$ cat src/verilog/frame_timing_pkg.sv
// package: constants of the frame timing block
// assumes one 125 MHz clock and a plain strobe register port
//
// Overview of operation
// - each frame start loads the packet budget field into the largest-packet counter
// - frame length sits in bits 13:0 and resets to 11,999 bit times
// - a controller soft reset restores the frame length to its nominal value
// - remaining counter reaching zero copies the interval toggle into the remaining toggle
// - remaining counter decrements once per bit time
// - at zero the remaining counter reloads the frame length on next bit time
// - entering operational reloads remaining from frame length, used from next frame
// - remaining counter is 14-bit, reads zero after reset, read-only
// - 16-bit frame count increments on every reload and wraps after all ones
// - entering operational increments the frame count
// - frame count goes to the shared area after increment and frame start, before fetch
// - after that write the start-of-frame status flag is set
package frame_timing_pkg;
    localparam int          CLK_HZ          = 125_000_000;
    localparam int          BIT_HZ          = 12_000_000;
    localparam int          TICK_STEP_I     = BIT_HZ / 1_000_000;
    localparam int          TICK_MOD_I      = CLK_HZ / 1_000_000;
    localparam logic [6:0]  TICK_STEP       = 7'(TICK_STEP_I);
    localparam logic [6:0]  TICK_MOD        = 7'(TICK_MOD_I);

    localparam logic [31:0] FRAME_CFG_ADDR  = 32'h3000_2C34;
    localparam logic [31:0] TIME_LEFT_ADDR  = 32'h3000_2C38;
    localparam logic [31:0] FRAME_CNT_ADDR  = 32'h3000_2C3C;
    localparam logic [31:0] CTRL_ADDR       = 32'h3000_2C40;
    localparam logic [31:0] IRQ_STAT_ADDR   = 32'h3000_2C44;
    localparam logic [31:0] IRQ_CLR_ADDR    = 32'h3000_2C48;
    localparam logic [31:0] IRQ_EN_ADDR     = 32'h3000_2C4C;

    localparam int          TOGGLE_BIT      = 31;
    localparam int          BUDGET_LSB      = 16;
    localparam int          BUDGET_MSB      = 30;
    localparam int          LENGTH_MSB      = 13;
    localparam int          COUNT_MSB       = 15;
    localparam int          CTRL_OPER_BIT   = 0;
    localparam int          CTRL_SRST_BIT   = 1;
    localparam int          IRQ_SOF_BIT     = 0;
    localparam int          IRQ_WRAP_BIT    = 1;

    localparam logic [13:0] LENGTH_NOMINAL  = 14'h2EDF;
    localparam logic [14:0] BUDGET_RESET    = 15'h0000;
    localparam logic [13:0] REMAIN_RESET    = 14'h0000;
    localparam logic [15:0] COUNT_RESET     = 16'h0000;
    localparam logic [15:0] COUNT_MAX       = 16'hFFFF;

    typedef enum logic [1:0] {
        FT_RUN   = 2'b00,
        FT_SOF   = 2'b01,
        FT_WRITE = 2'b10
    } frame_step_e;
endpackage
$ cat src/verilog/bit_tick_gen.sv
// bit_tick_gen: one-cycle pulse at the USB bit rate from the system clock
// assumes clock_en freezes it along with the rest of the block
`timescale 1ns/1ps
`default_nettype none
module bit_tick_gen
    import frame_timing_pkg::*;
(
    input  wire logic clock,
    input  wire logic srst,
    input  wire logic clock_en,
    output logic      tick
);
    typedef struct packed {
        logic [6:0] acc;
    } tick_s;

    tick_s      st_q;
    tick_s      st_d;
    logic [7:0] sum;

    // fractional accumulator, step over modulus gives the bit rate
    always_comb begin
        st_d = st_q;
        sum  = {1'b0, st_q.acc} + {1'b0, TICK_STEP};
        tick = clock_en && (sum >= {1'b0, TICK_MOD});
        if (sum >= {1'b0, TICK_MOD}) begin
            st_d.acc = 7'(sum - {1'b0, TICK_MOD});
        end else begin
            st_d.acc = sum[6:0];
        end
    end

    always_ff @(posedge clock) begin
        if (srst) begin
            st_q <= '0;
        end else if (clock_en) begin
            st_q <= st_d;
        end
    end
endmodule
`default_nettype wire

$ cat src/verilog/frame_timing.sv
// frame_timing: frame length, remaining-time and frame count of the host
// assumes same-clock handshake partners for frame start and shared-area write
//
// Our own choice: the strobed register port.
`timescale 1ns/1ps
`default_nettype none
module frame_timing
    import frame_timing_pkg::*;
(
    input  wire logic        clock,
    input  wire logic        srst,
    input  wire logic        clock_en,
    input  wire logic [31:0] addr,
    input  wire logic [31:0] wdata,
    input  wire logic        wr_stb,
    input  wire logic        rd_stb,
    output logic      [31:0] rdata,
    output logic             sof_req,
    input  wire logic        sof_done,
    output logic             comm_wr_valid,
    output logic      [15:0] comm_wr_data,
    input  wire logic        comm_wr_ready,
    output logic             ed_fetch_go,
    input  wire logic        budget_use,
    output logic      [14:0] budget_left,
    output logic             operational,
    output logic             irq
);
    import frame_timing_pkg::*;

    typedef struct packed {
        frame_step_e step;
        logic        oper;
        logic [13:0] length;
        logic [14:0] budget_cfg;
        logic        itog;
        logic [13:0] remain;
        logic        rtog;
        logic [15:0] count;
        logic [14:0] budget;
        logic [1:0]  istat;
        logic [1:0]  ien;
        logic [31:0] rdata;
        logic        fetch_go;
        logic        irq;
    } state_s;

    state_s st_q;
    state_s st_d;
    logic   tick;
    logic   soft_rst;
    logic   enter_oper;
    logic   reload;

    ////////////////////////////////////////////////////////////////////////////
    // bit-time tick

    bit_tick_gen u_tick (
        .clock    (clock),
        .srst     (srst),
        .clock_en (clock_en),
        .tick     (tick)
    );

    function automatic logic hit(input logic [31:0] a);
        hit = wr_stb && (addr == a);
    endfunction

    ////////////////////////////////////////////////////////////////////////////
    // next-state logic

    always_comb begin
        st_d       = st_q;
        soft_rst   = hit(CTRL_ADDR) && wdata[CTRL_SRST_BIT];
        enter_oper = hit(CTRL_ADDR) && wdata[CTRL_OPER_BIT] && !st_q.oper && !soft_rst;
        reload     = st_q.oper && tick && (st_q.remain == REMAIN_RESET);
        st_d.fetch_go = 1'b0;

        // register reads, answered one cycle later
        st_d.rdata = 32'h0000_0000;
        if (rd_stb) begin
            unique case (addr)
                FRAME_CFG_ADDR: st_d.rdata = {st_q.itog, st_q.budget_cfg, 2'b00, st_q.length};
                TIME_LEFT_ADDR: st_d.rdata = {st_q.rtog, 17'h00000, st_q.remain};
                FRAME_CNT_ADDR: st_d.rdata = {16'h0000, st_q.count};
                CTRL_ADDR:      st_d.rdata = {31'h0000_0000, st_q.oper};
                IRQ_STAT_ADDR:  st_d.rdata = {30'h0000_0000, st_q.istat};
                IRQ_EN_ADDR:    st_d.rdata = {30'h0000_0000, st_q.ien};
                default:        st_d.rdata = 32'h0000_0000;
            endcase
        end

        // software writes; budget and toggle are only stored here
        if (hit(FRAME_CFG_ADDR)) begin
            st_d.itog       = wdata[TOGGLE_BIT];
            st_d.budget_cfg = wdata[BUDGET_MSB:BUDGET_LSB];
            st_d.length     = wdata[LENGTH_MSB:0];
        end
        if (hit(IRQ_EN_ADDR)) begin
            st_d.ien = wdata[1:0];
        end
        if (hit(CTRL_ADDR) && !wdata[CTRL_OPER_BIT]) begin
            st_d.oper = 1'b0;
        end

        // frame counting
        if (enter_oper) begin
            st_d.oper   = 1'b1;
            st_d.remain = st_q.length;
            st_d.rtog   = st_q.itog;
            st_d.count  = st_q.count + 16'h0001;
            st_d.budget = st_q.budget_cfg;
            st_d.step   = FT_SOF;
        end else if (reload) begin
            st_d.remain = st_q.length;
            st_d.rtog   = st_q.itog;
            st_d.count  = st_q.count + 16'h0001;
            st_d.budget = st_q.budget_cfg;
            st_d.step   = FT_SOF;
        end else if (st_q.oper && tick) begin
            st_d.remain = st_q.remain - 14'h0001;
            if (budget_use && st_q.budget != BUDGET_RESET) begin
                st_d.budget = st_q.budget - 15'h0001;
            end
        end

        // frame start sequence: send start packet, then shared-area write
        unique case (st_q.step)
            FT_RUN: begin
            end
            FT_SOF: begin
                if (sof_done) begin
                    st_d.step = FT_WRITE;
                end
            end
            FT_WRITE: begin
                if (comm_wr_ready) begin
                    st_d.step     = FT_RUN;
                    st_d.fetch_go = 1'b1;
                end
            end
            default: st_d.step = FT_RUN;
        endcase

        // sticky flags: set wins over clear
        st_d.istat = st_q.istat & ~(hit(IRQ_CLR_ADDR) ? wdata[1:0] : 2'b00);
        if (st_q.step == FT_WRITE && comm_wr_ready) begin
            st_d.istat[IRQ_SOF_BIT] = 1'b1;
        end
        if ((reload || enter_oper) && st_q.count == COUNT_MAX) begin
            st_d.istat[IRQ_WRAP_BIT] = 1'b1;
        end
        st_d.irq = |(st_d.istat & st_d.ien);

        // soft reset restores nominal length and halts the frame timer
        if (soft_rst) begin
            st_d.length = LENGTH_NOMINAL;
            st_d.oper   = 1'b0;
            st_d.step   = FT_RUN;
        end
    end

    ////////////////////////////////////////////////////////////////////////////
    // state register

    always_ff @(posedge clock) begin
        if (srst) begin
            st_q            <= '0;
            st_q.step       <= FT_RUN;
            st_q.length     <= LENGTH_NOMINAL;
            st_q.budget_cfg <= BUDGET_RESET;
            st_q.remain     <= REMAIN_RESET;
            st_q.count      <= COUNT_RESET;
        end else if (clock_en) begin
            st_q <= st_d;
        end
    end

    ////////////////////////////////////////////////////////////////////////////
    // outputs

    assign rdata         = st_q.rdata;
    assign sof_req       = (st_q.step == FT_SOF);
    assign comm_wr_valid = (st_q.step == FT_WRITE);
    assign comm_wr_data  = st_q.count;
    assign ed_fetch_go   = st_q.fetch_go;
    assign budget_left   = st_q.budget;
    assign operational   = st_q.oper;
    assign irq           = st_q.irq;

    ////////////////////////////////////////////////////////////////////////////
    // checks

    remain_dec_a: assert property (@(posedge clock) disable iff (srst)
        (clock_en && tick && st_q.oper && st_q.remain != REMAIN_RESET && !soft_rst
            && !hit(CTRL_ADDR))
        |=> st_q.remain == $past(st_q.remain) - 14'h0001)
        else $error("remaining count did not step down");

    remain_reload_a: assert property (@(posedge clock) disable iff (srst)
        (clock_en && reload && !soft_rst && !hit(CTRL_ADDR))
        |=> st_q.remain == $past(st_q.length) && st_q.step == FT_SOF)
        else $error("remaining count did not reload");

    toggle_copy_a: assert property (@(posedge clock) disable iff (srst)
        (clock_en && reload && !soft_rst && !hit(CTRL_ADDR))
        |=> st_q.rtog == $past(st_q.itog))
        else $error("remaining toggle not copied");

    count_step_a: assert property (@(posedge clock) disable iff (srst)
        (clock_en && reload && !soft_rst && !hit(CTRL_ADDR))
        |=> st_q.count == $past(st_q.count) + 16'h0001)
        else $error("frame count did not advance");

    oper_entry_a: assert property (@(posedge clock) disable iff (srst)
        (clock_en && enter_oper)
        |=> st_q.oper && st_q.count == $past(st_q.count) + 16'h0001
            && st_q.remain == $past(st_q.length))
        else $error("operational entry wrong");

    soft_reset_a: assert property (@(posedge clock) disable iff (srst)
        (clock_en && soft_rst) |=> st_q.length == LENGTH_NOMINAL && !st_q.oper)
        else $error("soft reset did not restore length");

    budget_load_a: assert property (@(posedge clock) disable iff (srst)
        (clock_en && (reload || enter_oper) && !soft_rst && !hit(FRAME_CFG_ADDR))
        |=> budget_left == $past(st_q.budget_cfg))
        else $error("packet budget not loaded");

    write_order_a: assert property (@(posedge clock) disable iff (srst)
        (clock_en && sof_req && sof_done && !soft_rst)
        |=> comm_wr_valid && comm_wr_data == $past(st_q.count))
        else $error("shared-area write out of order");

    sof_flag_a: assert property (@(posedge clock) disable iff (srst)
        (clock_en && comm_wr_valid && comm_wr_ready)
        |=> st_q.istat[IRQ_SOF_BIT] && ed_fetch_go)
        else $error("start-of-frame flag not set");

    reserved_zero_a: assert property (@(posedge clock) disable iff (srst)
        (clock_en && rd_stb && addr == TIME_LEFT_ADDR)
        |=> rdata[30:14] == 17'h00000)
        else $error("reserved bits not zero");

    reset_state_a: assert property (@(posedge clock)
        srst |=> st_q.remain == REMAIN_RESET && st_q.length == LENGTH_NOMINAL)
        else $error("reset values wrong");

    cfg_reserved_a: assert property (@(posedge clock) disable iff (srst)
        (clock_en && rd_stb && addr == FRAME_CFG_ADDR)
        |=> rdata[BUDGET_LSB-1:LENGTH_MSB+1] == '0)
        else $error("frame length reserved bits not zero");

    count_reserved_a: assert property (@(posedge clock) disable iff (srst)
        (clock_en && rd_stb && addr == FRAME_CNT_ADDR)
        |=> rdata[TOGGLE_BIT:COUNT_MSB+1] == '0)
        else $error("frame count reserved bits not zero");

    length_write_a: assert property (@(posedge clock) disable iff (srst)
        (clock_en && hit(FRAME_CFG_ADDR))
        |=> st_q.length == $past(wdata[LENGTH_MSB:0]))
        else $error("frame length not written");

    length_hold_a: assert property (@(posedge clock) disable iff (srst)
        (clock_en && !hit(FRAME_CFG_ADDR) && !soft_rst)
        |=> $stable(st_q.length))
        else $error("frame length changed unasked");

    budget_write_a: assert property (@(posedge clock) disable iff (srst)
        (clock_en && hit(FRAME_CFG_ADDR))
        |=> st_q.budget_cfg == $past(wdata[BUDGET_MSB:BUDGET_LSB]))
        else $error("packet budget field not written");

    toggle_write_a: assert property (@(posedge clock) disable iff (srst)
        (clock_en && hit(FRAME_CFG_ADDR))
        |=> st_q.itog == $past(wdata[TOGGLE_BIT]))
        else $error("interval toggle not written");

    toggle_hold_a: assert property (@(posedge clock) disable iff (srst)
        (clock_en && !reload && !enter_oper)
        |=> $stable(st_q.rtog))
        else $error("remaining toggle changed without reload");

    remain_idle_a: assert property (@(posedge clock) disable iff (srst)
        (clock_en && !st_q.oper && !enter_oper)
        |=> $stable(st_q.remain))
        else $error("remaining count moved while stopped");

    frozen_state_a: assert property (@(posedge clock) disable iff (srst)
        !clock_en
        |=> $stable(st_q))
        else $error("state moved while clock enable low");

    remain_ro_a: assert property (@(posedge clock) disable iff (srst)
        (clock_en && hit(TIME_LEFT_ADDR) && !tick)
        |=> $stable(st_q.remain))
        else $error("remaining count took a write");

    count_hold_a: assert property (@(posedge clock) disable iff (srst)
        (clock_en && !reload && !enter_oper)
        |=> $stable(st_q.count))
        else $error("frame count changed without reload");

    count_wrap_a: assert property (@(posedge clock) disable iff (srst)
        (clock_en && reload && st_q.count == COUNT_MAX)
        |=> st_q.count == COUNT_RESET)
        else $error("frame count did not wrap");

    oper_toggle_a: assert property (@(posedge clock) disable iff (srst)
        (clock_en && enter_oper)
        |=> st_q.rtog == $past(st_q.itog) && budget_left == $past(st_q.budget_cfg))
        else $error("operational entry did not load frame");

    budget_step_a: assert property (@(posedge clock) disable iff (srst)
        (clock_en && tick && st_q.oper && st_q.remain != REMAIN_RESET && budget_use
            && st_q.budget != BUDGET_RESET)
        |=> budget_left == $past(st_q.budget) - 15'h0001)
        else $error("packet budget did not step down");

    budget_floor_a: assert property (@(posedge clock) disable iff (srst)
        (clock_en && st_q.budget == BUDGET_RESET && !reload && !enter_oper)
        |=> budget_left == BUDGET_RESET)
        else $error("packet budget went below zero");

    budget_hold_a: assert property (@(posedge clock) disable iff (srst)
        (clock_en && !tick && !enter_oper)
        |=> $stable(st_q.budget))
        else $error("packet budget moved off a bit time");

    sof_hold_a: assert property (@(posedge clock) disable iff (srst)
        (clock_en && sof_req && !sof_done && !soft_rst)
        |=> sof_req)
        else $error("frame start request dropped");

    write_hold_a: assert property (@(posedge clock) disable iff (srst)
        (clock_en && comm_wr_valid && !comm_wr_ready && !reload && !hit(CTRL_ADDR))
        |=> comm_wr_valid && $stable(comm_wr_data))
        else $error("shared-area write dropped or changed");

    one_step_a: assert property (@(posedge clock) disable iff (srst)
        (sof_req || comm_wr_valid)
        |-> sof_req != comm_wr_valid)
        else $error("frame start steps overlap");

    fetch_after_a: assert property (@(posedge clock) disable iff (srst)
        (clock_en && !(comm_wr_valid && comm_wr_ready))
        |=> !ed_fetch_go)
        else $error("descriptor fetch before shared-area write");

    sof_flag_only_a: assert property (@(posedge clock) disable iff (srst)
        (clock_en && !st_q.istat[IRQ_SOF_BIT] && !(comm_wr_valid && comm_wr_ready))
        |=> !st_q.istat[IRQ_SOF_BIT])
        else $error("start-of-frame flag set too early");
endmodule
`default_nettype wire

$ cat config.mk
export PLATFORM = sky130hd
export DESIGN_NAME = frame_timing
export DESIGN_NICKNAME = d
export VERILOG_FILES = /design/src/verilog/frame_timing_pkg.sv /design/src/verilog/bit_tick_gen.sv /design/src/verilog/frame_timing.sv
export SDC_FILE = /design/constraint.sdc
export NUM_CORES = 1
export LEC_CHECK = 0
export BUFFER_PORTS_ARGS = -buffer_cell sky130_fd_sc_hd__buf_2
export CAP_MARGIN = 20
export CORE_MARGIN = 8
export CORE_UTILIZATION = 50
export DETAILED_ROUTE_END_ITERATION = 10
export GPL_TIMING_DRIVEN = 0
export PLACE_DENSITY = 0.76
export SYNTH_ARGS = -nofsm -noshare
export SYNTH_HDL_FRONTEND = slang
export SYNTH_SLANG_ARGS = --single-unit
$ cat constraint.sdc
create_clock -name clock -period 2.3 [get_ports clock]
set_input_delay 0 -clock clock [delete_from_list [all_inputs] [get_ports clock]]
set_output_delay 0 -clock clock [all_outputs]
set_load 0.05 [all_outputs]
# Word-level counts from Yosys, hierarchy flattened

Index checks and enable logic that the tools add are counted.

Output and inout bits: 68
Flip-flop bits (word level): 124
Logic and storage cells: 93
Input bits: 72

Add/sub/neg operators: 5
Mux-type cells: 25
Equality and inequality tests: 10
Order comparisons: 1
Reductions and logical operators: 34
Bitwise logic cells: 3

Operator list:

| cell                                                                    | count |
|---|---|
| 32-bit by 30-bit equality test with 1-bit output, second input constant | 7 |
| 32-bit case mux with 6 select lines                                     | 1 |
| 46-bit 2-to-1 mux                                                       | 1 |
| 15-bit 2-to-1 mux                                                       | 3 |
| 17-bit 2-to-1 mux                                                       | 2 |
| 32-bit 2-to-1 mux                                                       | 1 |
| 30-bit 2-to-1 mux                                                       | 1 |
| 14-bit 2-to-1 mux                                                       | 2 |
| 16-bit by 1-bit adder with 16-bit output, second input constant         | 1 |
| 16-bit equality test, second input constant                             | 1 |
| 1-bit logical AND                                                       | 15 |
| 15-bit nonzero test                                                     | 1 |
| 15-bit by 1-bit subtractor with 15-bit output, second input constant    | 1 |
| 14-bit logical NOT                                                      | 1 |
| 14-bit by 1-bit subtractor with 14-bit output, second input constant    | 1 |
| 2-bit 2-to-1 mux                                                        | 6 |
| 2-bit AND reduction                                                     | 5 |
| 3-bit nonzero test                                                      | 3 |
| 7-bit by 4-bit adder with 8-bit output, second input constant           | 1 |
| 8-bit by 7-bit >= comparator with 1-bit output, second input constant   | 1 |
| 7-bit 2-to-1 mux                                                        | 1 |
| 7-bit subtractor, second input constant                                 | 1 |
| 1-bit 2-to-1 mux                                                        | 6 |
| 2-bit case mux with 3 select lines                                      | 1 |
| 10 further kinds                                                        | 14 |

# Depth between registers and ports, before layout

Gate-level depths: netlist (run 1).

Depth after elaboration: 10
Gate-level depth with buffers: 11
Depth with buffers taken out: 8

# By module

From an unflattened synthesis (run 1), not the netlist that was laid out.

Cells, all modules: 839
Area, all modules: 6996.7 um^2

By module, submodules not included:

| module       | instances | cells an instance | sequential area each (um^2) | area each (um^2) |
|---|---|---|---|---|
| frame_timing | 1         | 771               | 2342.2                      | 6452.4 |
| bit_tick_gen | 1         | 68                | 140.1                       | 544.3 |

# Worst setup path after synthesis (run 1)

No wires, ideal clock.

Path kind: flip-flop to flip-flop
From: reg st_q[70] in the netlist's numbering
To: reg st_q, in the netlist comm_wr_data[4]
Path slack: -0.032 ns
Required time: 2.168 ns
Buffers on the path: 2
Stages on the path, launching flop included: 11
Library setup time: 0.132 ns
Arrival: 2.200 ns
Clock period less this slack: 2.332 ns
Cell sequence: dfxtp_1 -> inv_1 -> ha_1 -> nor3b_1 -> nand3_1 -> nor4_4 -> a31oi_4 -> buf_2 -> buf_4 -> o31ai_1 -> a21oi_1

Cells in the longest elaborated chain, start to end: 4

Ends and longest elaborated chain:

| item                                 | RTL line            | source |
|---|---|---|
| start: declaration                   | frame_timing.sv:48  | `state_s st_q;` |
| start signal: assignment             | frame_timing.sv:175 | `st_q <= st_d;` |
| 14-bit logical NOT                   | frame_timing.sv:76  | `reload = st_q.oper && tick && (st_q.remain == REMAIN_RESET);` |
| 1-bit logical AND                    | frame_timing.sv:76  |  |
| 2-bit nonzero test (no source line)  | --                  |  |
| 2-bit AND reduction (no source line) | --                  |  |

Every way passes these cells.
A chain may end at the register's enable or synchronous reset.

# Worst setup path in the final report (run 1)

From: reg st_q[70] in the netlist's numbering
To: reg st_q[76] in the netlist's numbering

Cells in the longest elaborated chain, start to end: 4
Elaborated cells between the ends (all ways): 8
Those cells by class: add/sub: 1; mux: 3; reduce/logical: 4

Ends and longest elaborated chain:

| item                                                                                | RTL line |
|---|---|
| 14-bit by 1-bit subtractor with 14-bit output or 14-bit logical NOT (tied branches) | frame_timing.sv:121, frame_timing.sv:76 |
| 14-bit 2-to-1 mux or 1-bit logical AND (tied branches)                              | frame_timing.sv:120, frame_timing.sv:76 |
| 14-bit 2-to-1 mux or 3-bit nonzero test (tied branches)                             | -- |
| 46-bit 2-to-1 mux or 2-bit AND reduction (tied branches)                            | -- |

Several ways; a longest one is shown, not always the timed one. The select of a mux whose other input is x is not followed.

==> impl_metrics.yaml, run 1 <==
placement:
  pre_cts_slack_ps: -662
  gp_congestion: 0.939
  port-buffer-count: 135
  dp.cells: 1166
  dp_hpwl_um: 16100
cells_and_area:
  diodes: 0
  final-seq-area_um2: 2490
  final_nets: 1153
  final_cells: 1267
  num-fill-cells: 1078
  area_growth_pct: 38.4
  drive_gt1_frac: 0.339
  multi_input_area_um2: 4060
synthesis:
  muxShareOfSynthArea: 0.0450
  synth-simple-area-share: 0.237
  syn_area_um2: 7010
  synth_top_cell_area_share: 0.354
  synth_adder_area_share: 0.0125
  synth_area_leader_cell: "dfxtp_1"
  postSynth.asyncResetShare: 0
  ys_warn_count: 0
  synth_nets: 930
  synth.area.top_cells: "dfxtp_1, buf_4, a21oi_1"
  ys_ff_latch: 124
  synthXorXnorAreaFrac: 0.00250
  postSynthAreaPerCell_um2: 8.24
  synth_top_family_by_area: "simple AND/OR/NAND/NOR gates"
  ys_seq_area_frac: 0.354
  synth_compound_area_frac: 0.228
  synth_edf_count: 0
  dominantRegCellSynth: "dfxtp_1"
  netlist-cell-type-count: 71
  syn_inst: 851
sta:
  hold_viol_final: 0
  max_slew_margin: 0.463
  final-setup-viol-count: 37
  tns_ps: -3510
  worst_slack_ps: -178
  skew_ps: 7.00
  finalCriticalPeriod_ps: 2480
  rsz0062_at_grt: "yes"
  tightest_slew_ps: 799
  clock.fmax_ghz: 0.403
  slew_viol_final: 0
  period_share: 1.08
critical_path:
  cp_top_family: "simple AND/OR/NAND/NOR gates"
  end_kind: "register"
  cp_num_buf_inv: 3
  critical_path.most_common_cell: "buf_6"
  cp-start-kind: "register"
  critPathRequiredTime_ps: 2650
  critPathKind: "reg2reg"
  cp_cell_sequence: "inv_4 > ha_4 > or4b_4 > nor4_4 > and2_4 > a32oi_4 > buf_6 > buf_6 > a221o_1 > a21oi_1"
  critical_path.max_fanout: 7
  max_stage_delay_ps: 480
  worstPathArrival_ps: 2830
  slowest_stage: "or4b_4"
floorplanning:
  fp.dieH_um: 134
  start_util: 0.509
  die_width_um: 134
  io_pins: 140
  row_count: 43
  fp.dieArea_um2: 18100
  coreArea_um2: 13800
power_and_ir_drop:
  vdd_drop_max_v: 0.000558
  p_leak_nw: 4.19
  p_per_area_nw_per_um2: 552
cts:
  cts_tree: "yes"
  cts_made_buffers: 17
  cts_buffer_depth: 2
  h-tree-depth: 4
  clk_pin_slew_worst_paths_ps: 60
  clock_sinks: 124
  clk_latency_ps: 430
  cts-root-buf: "clkbuf_16"
flow_run:
  maxCapViolCount: 0
run_status:
  violations: "setup timing"
  status: "finished, violations left"
global_routing:
  grt.overflow.total: 0
  grt_max_degree: 17
  grt_usage: 0.251
  antenna_found_initial: 0
  grt_pass1_vias: 7067
  grt_pass1_wl_um: 36300
detailed_routing:
  routed-via-count: 7535
  first_pass_iters: 7
  wl_per_cell_um: 19.2
  drt_iter0_drc: 688
  drt-total-wl_um: 24300
  drc_errors: 0
  viasPerCell: 5.95
  antenna_left: 0
worst_hold_path:
  min-delay-path-class: "in2reg"
## cell families (layout without fill, tap and decap cells)
| logic type | count (synthesis) | in the layout |
|---|---|---|
| AND/OR/NAND/NOR | 306 | 306 |
| AO/OA/AOI/OAI | 225 | 225 |
| buffers and inverters | 156 | 392 |
| flip-flops | 124 | 124 |
| multiplexers | 31 | 31 |
| adder cells (fa/ha/maj) | 7 | 7 |
| XOR/XNOR | 2 | 2 |
## cell usage in the layout, fill, tap and decap left out, types with 4 or more instances in the layout
cell type | netlist | layout
clkbuf_16 | 0 | 19
clkbuf_1 | 35 | 31
mux2i_1 | 27 | 27
buf_4 | 64 | 90
o32ai_1 | 19 | 17
a22oi_1 | 34 | 34
a211o_1 | 14 | 14
nor2b_1 | 8 | 8
dlygate4sd3_1 | 0 | 35
o31ai_4 | 0 | 4
nor2_1 | 71 | 70
o21ai_2 | 2 | 4
o21ai_1 | 11 | 6
o211ai_1 | 4 | 4
nor3_1 | 11 | 11
a21oi_2 | 0 | 7
or2_2 | 5 | 5
a221o_1 | 15 | 15
or3_1 | 14 | 12
o31ai_2 | 0 | 4
ha_1 | 7 | 4
inv_1 | 41 | 37
buf_6 | 1 | 11
nand3_1 | 25 | 24
a21oi_1 | 74 | 66
o21ai_0 | 7 | 7
nor4_1 | 15 | 15
nand2_1 | 74 | 74
nand4_1 | 11 | 11
or4_1 | 10 | 7
clkbuf_8 | 0 | 6
dfxtp_1 | 124 | 120
and2_1 | 18 | 17
and3_1 | 8 | 6
buf_2 | 12 | 141
## per-layer routing
layer	part of all wire	track usage	wire length, um
met1	0.40	0.313	9660
met2	0.47	0.402	11500
met3	0.091	0.0591	2210
met4	0.038	0.117	927
met5	0	0	0
## worst min-delay path, cell delays in order
cell and delay (ps):
buf_2 150, nand3_1 100, a21oi_1 60, o21ai_1 120
## timing repair
action,4_1_cts,5_1_grt
setup buffers,16,18
cloned,0,2
hold buffers,35,0
endpoints found under the setup margin,53,52
resized for setup,45,85
pin swaps,11,42
hold endpoints to repair,37,0
## synth_stat cells, types with 3 or more instances
master / instances
nand2_1: 74
clkbuf_1: 35
or2_2: 5
a21oi_1: 74
o2111ai_1: 3
nand3_1: 25
nor4_1: 15
nor4bb_1: 3
buf_2: 12
nor4_2: 3
a31oi_1: 4
nor3b_1: 5
a2111oi_0: 4
o31ai_1: 11
a211o_1: 14
dfxtp_1: 124
o32ai_1: 19
nor4b_1: 4
and2_1: 18
nor3_1: 11
or3_1: 14
nand4_1: 11
a221o_1: 15
buf_1: 3
mux2i_1: 27
a22oi_1: 34
nand2b_1: 5
o211ai_1: 4
or4_1: 10
nor2b_1: 8
o21ai_0: 7
buf_4: 64
ha_1: 7
o21ai_1: 11
nor2_1: 71
and3_1: 8
inv_1: 41
## area by class of cell
class                      instances  share of cell area
multi-input combinational        571               0.419
timing repair buffer             206               0.142
clock buffer                      26              0.0535
buffer                           113              0.0789
sequential                       124               0.257
clock inverter                     6              0.0108
inverter                          41              0.0166
tap                              180              0.0232
## registers in the layout, indices dropped and copies added, names as in the netlist
name	flops
budget_left	15
comm_wr_data	16
ed_fetch_go	1
irq	1
operational	1
rdata	32
st_q	51
u_tick.st_q	7
## where the power goes
group          internal [mW]  switching (mW)  total, mW
Clock                   1.87           0.965       2.84
Sequential              2.16         0.00720       2.16
Combinational          0.154           0.205      0.359
## per-stage QoR
step	cell area (um^2)	utilization	total power, mW	hold slack, ps
after floorplan	7010	-	2.35	140
after global placement	7920	0.575	2.47	231
after detailed placement	7920	0.575	2.47	237
after CTS	9160	0.665	5.31	14.1
after global routing	9710	0.705	5.48	54.9
final	9710	0.705	5.36	31.8
## final timing paths
kind | start | to | slack [ps] | cells past startpoint
hold reg to reg | rdata[1] | rdata[1] | 460 | 2
setup / recovery | st_q[70] | st_q[76] | -180 | 10
hold / removal | budget_use | budget_left[14] | 30 | 4
setup reg to reg | st_q[70] | st_q[76] | -180 | 10
Power figures use the tool's default switching activity.
==> inputs of run 2 (changes only) <==
==> constraint.sdc (replaced) <==
create_clock -name clock -period 2.3 [get_ports clock]
set_input_delay 0.115 -clock clock [delete_from_list [all_inputs] [get_ports clock]]
set_output_delay 0.115 -clock clock [all_outputs]
set_load 0.05 [all_outputs]
==> run 2 against run 1 <==
The flow still finishes with violations (setup timing). Via count shrank 0.48%. Combinational power fell by 3%. Count of clock-buffer cells in the layout unchanged. Die area unchanged. Critical path depth did not move. Clock skew shrank 1.4 ps. Sequential share of layout area increased by 0.096 points. Largest power group unchanged. Utilization fell by 0.26 points. Clock power about the same. Maximum frequency is 0.25% higher.
==> impl_metrics.yaml, run 2 (synthesis gave the netlist of run 1 again) <==
cells_and_area:
  final_nets: 1147
  top_register: "st_q"
  final_cells: 1261
  drive_gt1_frac: 0.344
  largest_register_ffs: 51
  num-fill-cells: 1081
  area_growth_pct: 37.9
  layout_common_cells: "buf_2, dfxtp_1, buf_4, nand2_1, nor2_1"
  diodes: 0
  final_common_cell: "buf_2"
  fin_area_um2: 9670
run_status:
  status: "finished, violations left"
  violations: "setup timing"
global_routing:
  grt_max_degree: 17
  antenna_found_initial: 0
  grt_pass1_vias: 7001
  grt_usage: 0.250
  grt.overflow.total: 0
  grt_pass1_wl_um: 36100
sta:
  max_slew_margin: 0.502
  worst_slack_ps: -172
  skew_ps: 5.65
  tightest_slew_ps: 748
  final-setup-viol-count: 40
  clock.fmax_ghz: 0.405
  period_share: 1.07
  hold_viol_final: 0
  slew_viol_final: 0
  finalCriticalPeriod_ps: 2470
  rsz0062_at_grt: "yes"
detailed_routing:
  first_pass_iters: 6
  antenna_left: 0
  drc_errors: 0
  wl_per_cell_um: 19.1
  routed-via-count: 7499
  wl_met1_um: 9650
  wl_met2_um: 11400
  drt-total-wl_um: 24000
  viasPerCell: 5.95
  maxUsedRoutingLayer: "met4"
  wl_met3_um: 2140
  drt_iter0_drc: 795
floorplanning:
  fp.dieH_um: 134
  fp.dieArea_um2: 18100
  row_count: 43
  io_pins: 140
  coreArea_um2: 13800
  die_width_um: 134
  start_util: 0.509
cts:
  h-tree-depth: 4
  cts_buffer_depth: 2
  cts_tree: "yes"
  clk_pin_slew_worst_paths_ps: 60
  clock_sinks: 124
  cts_made_buffers: 17
  clk_latency_ps: 430
  cts-root-buf: "clkbuf_16"
critical_path:
  end_kind: "register"
  critPathRequiredTime_ps: 2590
  cp-start-kind: "register"
  critical_path.max_fanout: 7
  critPathKind: "reg2reg"
  worstPathArrival_ps: 2760
power_and_ir_drop:
  p_leak_nw: 4.19
  power.internal_mw: 4.17
  p_sw_frac: 0.218
  vdd_drop_max_v: 0.000558
  pwr-share-comb: 0.065
  p_switching_mw: 1.16
  pwr-share-clk: 0.529
  seqPwrFrac: 0.405
  p_per_area_nw_per_um2: 552
  p_total_mw: 5.34
placement:
  gp_congestion: 0.939
  pre_cts_slack_ps: -662
  place_area_um2: 7920
  port-buffer-count: 135
  dp.cells: 1166
  dp_hpwl_um: 16100
worst_hold_path:
  min-delay-path-class: "in2reg"
flow_run:
  maxCapViolCount: 0
[run 2: changes by cell type in the layout (fill, tap and decap cells not counted)]
cell           previous run  this run
o21ai_1                   6         5
nor4_1                   15        14
nor4_4                    3         4
nor3_2                    1         0
nor3_4                    0         1
o21ai_2                   4         5
dlygate4sd3_1            35        28
buf_4                    90        91
clkbuf_2                  1         2
clkbuf_1                 31        30
[run 2: critical path, cell delays in order, from the launching register on]
cell and delay, ps:
dfxtp_4 350, inv_4 60, ha_4 130, or4b_4 480, nor4_4 200, and2_4 220
a32oi_4 170, buf_4 230, buf_12 130, o31ai_2 260, a21oi_2 80
[run 2: layout make-up]
cell class	instances	area, um^2	share of cell area
flip-flops and latches	124	2490	0.258
multi-input cells	571	4090	0.423
plain buffers	113	767	0.0793
well taps	180	225	0.0233
clock inverters	6	105	0.0109
inverters	41	161	0.0167
repair buffers	200	1310	0.136
clock buffers	26	519	0.0537
[run 2: timing repair]
| item | 4_1_cts | 5_1_grt |
|---|---|---|
| endpoints found under the setup margin | 53 | 66 |
| hold buffers | 28 | 0 |
| buffers inserted | 16 | 19 |
| cloned | 0 | 2 |
| resized for setup | 45 | 91 |
| endpoints found under the hold margin | 28 | 0 |
| pin swaps | 11 | 42 |
[run 2: worst paths after layout]
path                  from         endpoint  slack [ps]  depth (start not counted)
setup / recovery  st_q[70]  comm_wr_data[8]        -170                         10
hold / removal      wr_stb        st_q[101]          10                          3
setup reg to reg  st_q[70]  comm_wr_data[8]        -170                         10
hold reg to reg   rdata[1]         rdata[1]         460                          2
[run 2: power by group through the flow]
stage | combinational [mW] | clock (mW) | sequential, mW
2_1_floorplan | 0.138 | 0 | 2.21
3_3_place_gp | 0.263 | 0 | 2.21
3_5_place_dp | 0.265 | 0 | 2.21
4_1_cts | 0.313 | 2.83 | 2.16
5_1_grt | 0.377 | 2.93 | 2.16
6_report | 0.349 | 2.82 | 2.16
[run 2: stage by stage]
step	hold WS (ps)	util	TNS [ps]
3_3_place_gp	346	0.575	-27650
5_1_grt	15.5	0.702	-5820
6_report	14.6	0.702	-3380
3_5_place_dp	352	0.575	-28330
2_1_floorplan	255	-	0
4_1_cts	0.252	0.660	-4620
[run 2: metal layers]
metal  up-vias  GRT usage
met5         -          0
met4         0      0.111
met3        70     0.0557
met2       382      0.401
met1      3531      0.314
li1       3516          -
==> inputs of run 3 (changes only) <==
Settings changed: CELL_PAD_IN_SITES_DETAIL_PLACEMENT set to 1, CELL_PAD_IN_SITES_GLOBAL_PLACEMENT set to 1, CORE_UTILIZATION 50 to 37, PLACE_DENSITY 0.76 to not set, PLACE_DENSITY_LB_ADDON set to 0.1.
==> run 3 against run 2 <==
The flow still finishes with violations (setup timing). Flip-flop and latch count unchanged. Critical path depth grew 2. Global-route usage shrank 1.9 points. Die area up 31%. Non-clock buffer count grew 19. Utilization down 16 points. Sequential power about the same. Final cell count grew 5.8%. First-iteration DRC count shrank 46%. Sequential share of layout area is 1.1 points lower. Critical endpoint is now st_q[79]. Highest routed layer unchanged.
==> impl_metrics.yaml, run 3 (synthesis gave the netlist of run 1 again) <==
run_status:
  status: "finished, violations left"
  violations: "setup timing"
critical_path:
  worstPathArrival_ps: 2760
  critPathKind: "reg2reg"
  end_kind: "register"
  max_stage_delay_ps: 400
  cp_cell_sequence: "inv_2 > ha_4 > buf_6 > nor3b_4 > o2111ai_4 > o21ai_4 > buf_6 > a32oi_4 > buf_8 > buf_12 > mux2i_4 > o32ai_2"
  critPathRequiredTime_ps: 2570
  critical_path.most_common_cell: "buf_6"
  cp_num_buf_inv: 5
  slowest_stage: "a32oi_4"
  cp-start-kind: "register"
  cp_top_family: "compound AO/OA/AOI/OAI gates"
  critical_path.max_fanout: 6
floorplanning:
  fp.dieArea_um2: 23600
  fp.dieH_um: 154
  die_width_um: 154
  io_pins: 140
  start_util: 0.376
  row_count: 50
  coreArea_um2: 18600
sta:
  clock.fmax_ghz: 0.402
  finalCriticalPeriod_ps: 2490
  rsz0062_at_grt: "yes"
  period_share: 1.08
  skew_ps: 8.08
  max_slew_margin: 0.389
  slew_viol_final: 0
  tightest_slew_ps: 917
  final-setup-viol-count: 48
  hold_viol_final: 0
  worst_slack_ps: -190
global_routing:
  grt_pass1_vias: 7894
  grt_max_degree: 17
  antenna_found_initial: 0
  grt_usage: 0.231
  grt.overflow.total: 0
  grt_pass1_wl_um: 43500
detailed_routing:
  drt-total-wl_um: 29100
  antenna_left: 0
  routed-via-count: 7586
  drt_iter0_drc: 431
  first_pass_iters: 5
  drc_errors: 0
  viasPerCell: 5.69
  wl_per_cell_um: 21.8
power_and_ir_drop:
  p_leak_nw: 4.30
  p_total_mw: 5.20
  pwr-share-clk: 0.511
  pwr-share-comb: 0.074
  p_sw_frac: 0.247
  vdd_drop_max_v: 0.000536
  power.internal_mw: 3.92
  p_per_area_nw_per_um2: 514
  seqPwrFrac: 0.415
  p_switching_mw: 1.29
cts:
  cts_made_buffers: 17
  cts_buffer_depth: 2
  h-tree-depth: 4
  clk_pin_slew_worst_paths_ps: 60
  clock_sinks: 124
  clk_latency_ps: 420
  cts_tree: "yes"
  cts-root-buf: "clkbuf_16"
cells_and_area:
  final_common_cell: "buf_2"
  layout_common_cells: "buf_2, dfxtp_1, buf_4, nand2_1, nor2_1"
  largest_register_ffs: 51
  final_nets: 1168
  top_register: "st_q"
  drive_gt1_frac: 0.393
  area_growth_pct: 44.4
  diodes: 0
  post-route-util: 0.543
  num-fill-cells: 2196
flow_run:
  maxCapViolCount: 0
placement:
  gp_congestion: 0.894
  port-buffer-count: 135
  pre_cts_slack_ps: -782
  dp_hpwl_um: 18800
worst_hold_path:
  min-delay-path-class: "in2reg"
[run 3: worst paths after layout]
check | from | end | slack, ps | cells after the start
setup / recovery | u_tick.st_q[3] | st_q[79] | -190 | 12
hold / removal | wdata[0] | st_q[34] | 20 | 3
setup reg to reg | u_tick.st_q[3] | st_q[79] | -190 | 12
hold reg to reg | rdata[0] | rdata[0] | 460 | 2
[run 3: layout make-up]
class                   count  area, um^2  area share
clock buffers              19         443      0.0437
multi-input cells         573        4330       0.428
inverters                  41         159      0.0157
flip-flops and latches    124        2500       0.246
clock inverters            11         121      0.0120
well taps                 234         293      0.0289
repair buffers            223        1550       0.153
plain buffers             109         733      0.0724
[run 3: repair_timing]
action                                 CTS  global route
setup endpoints to repair               65            89
gates cloned                             5             2
hold buffers                            28             0
resized for setup                      105            90
pin swaps                               28            50
endpoints found under the hold margin   28             0
buffers inserted                        25            32
[run 3: per-layer routing]
metal,part of all wire,vias to the layer above,routed length (um),track usage
met4,0.030,0,877,0.0947
met3,0.052,70,1520,0.0437
li1,-,3560,-,-
met1,0.42,3683,12200,0.279
met2,0.50,273,14400,0.398
met5,0,-,0,0
[run 3: power groups by stage]
stage / combinational, mW / sequential [mW] / clock (mW)
after global placement: 0.276 / 2.21 / 0
after global routing: 0.407 / 2.16 / 2.76
after floorplan: 0.138 / 2.21 / 0
final: 0.384 / 2.16 / 2.66
after detailed placement: 0.279 / 2.21 / 0
after CTS: 0.352 / 2.16 / 2.67
[run 3: worst reg2reg max path: cells and delay by family (launching register included)]
family	cells	cell delay, ps
AND/OR/NAND/NOR	1	50
multiplexers	1	230
buffers and inverters	5	710
adder cells (fa/ha/maj)	1	150
flip-flops	1	320
AO/OA/AOI/OAI	4	870
[run 3: through the flow]
step	std cells	setup TNS, ps	hold WS (ps)	instance area [um^2]
floorplan	851	0	255	7010
global placement	1220	-37840	341	7980
detailed placement	1220	-41250	345	7980
CTS	1307	-6020	0.750	9550
global route	1334	-7830	30.8	10100
finish	1334	-5090	23.9	10100
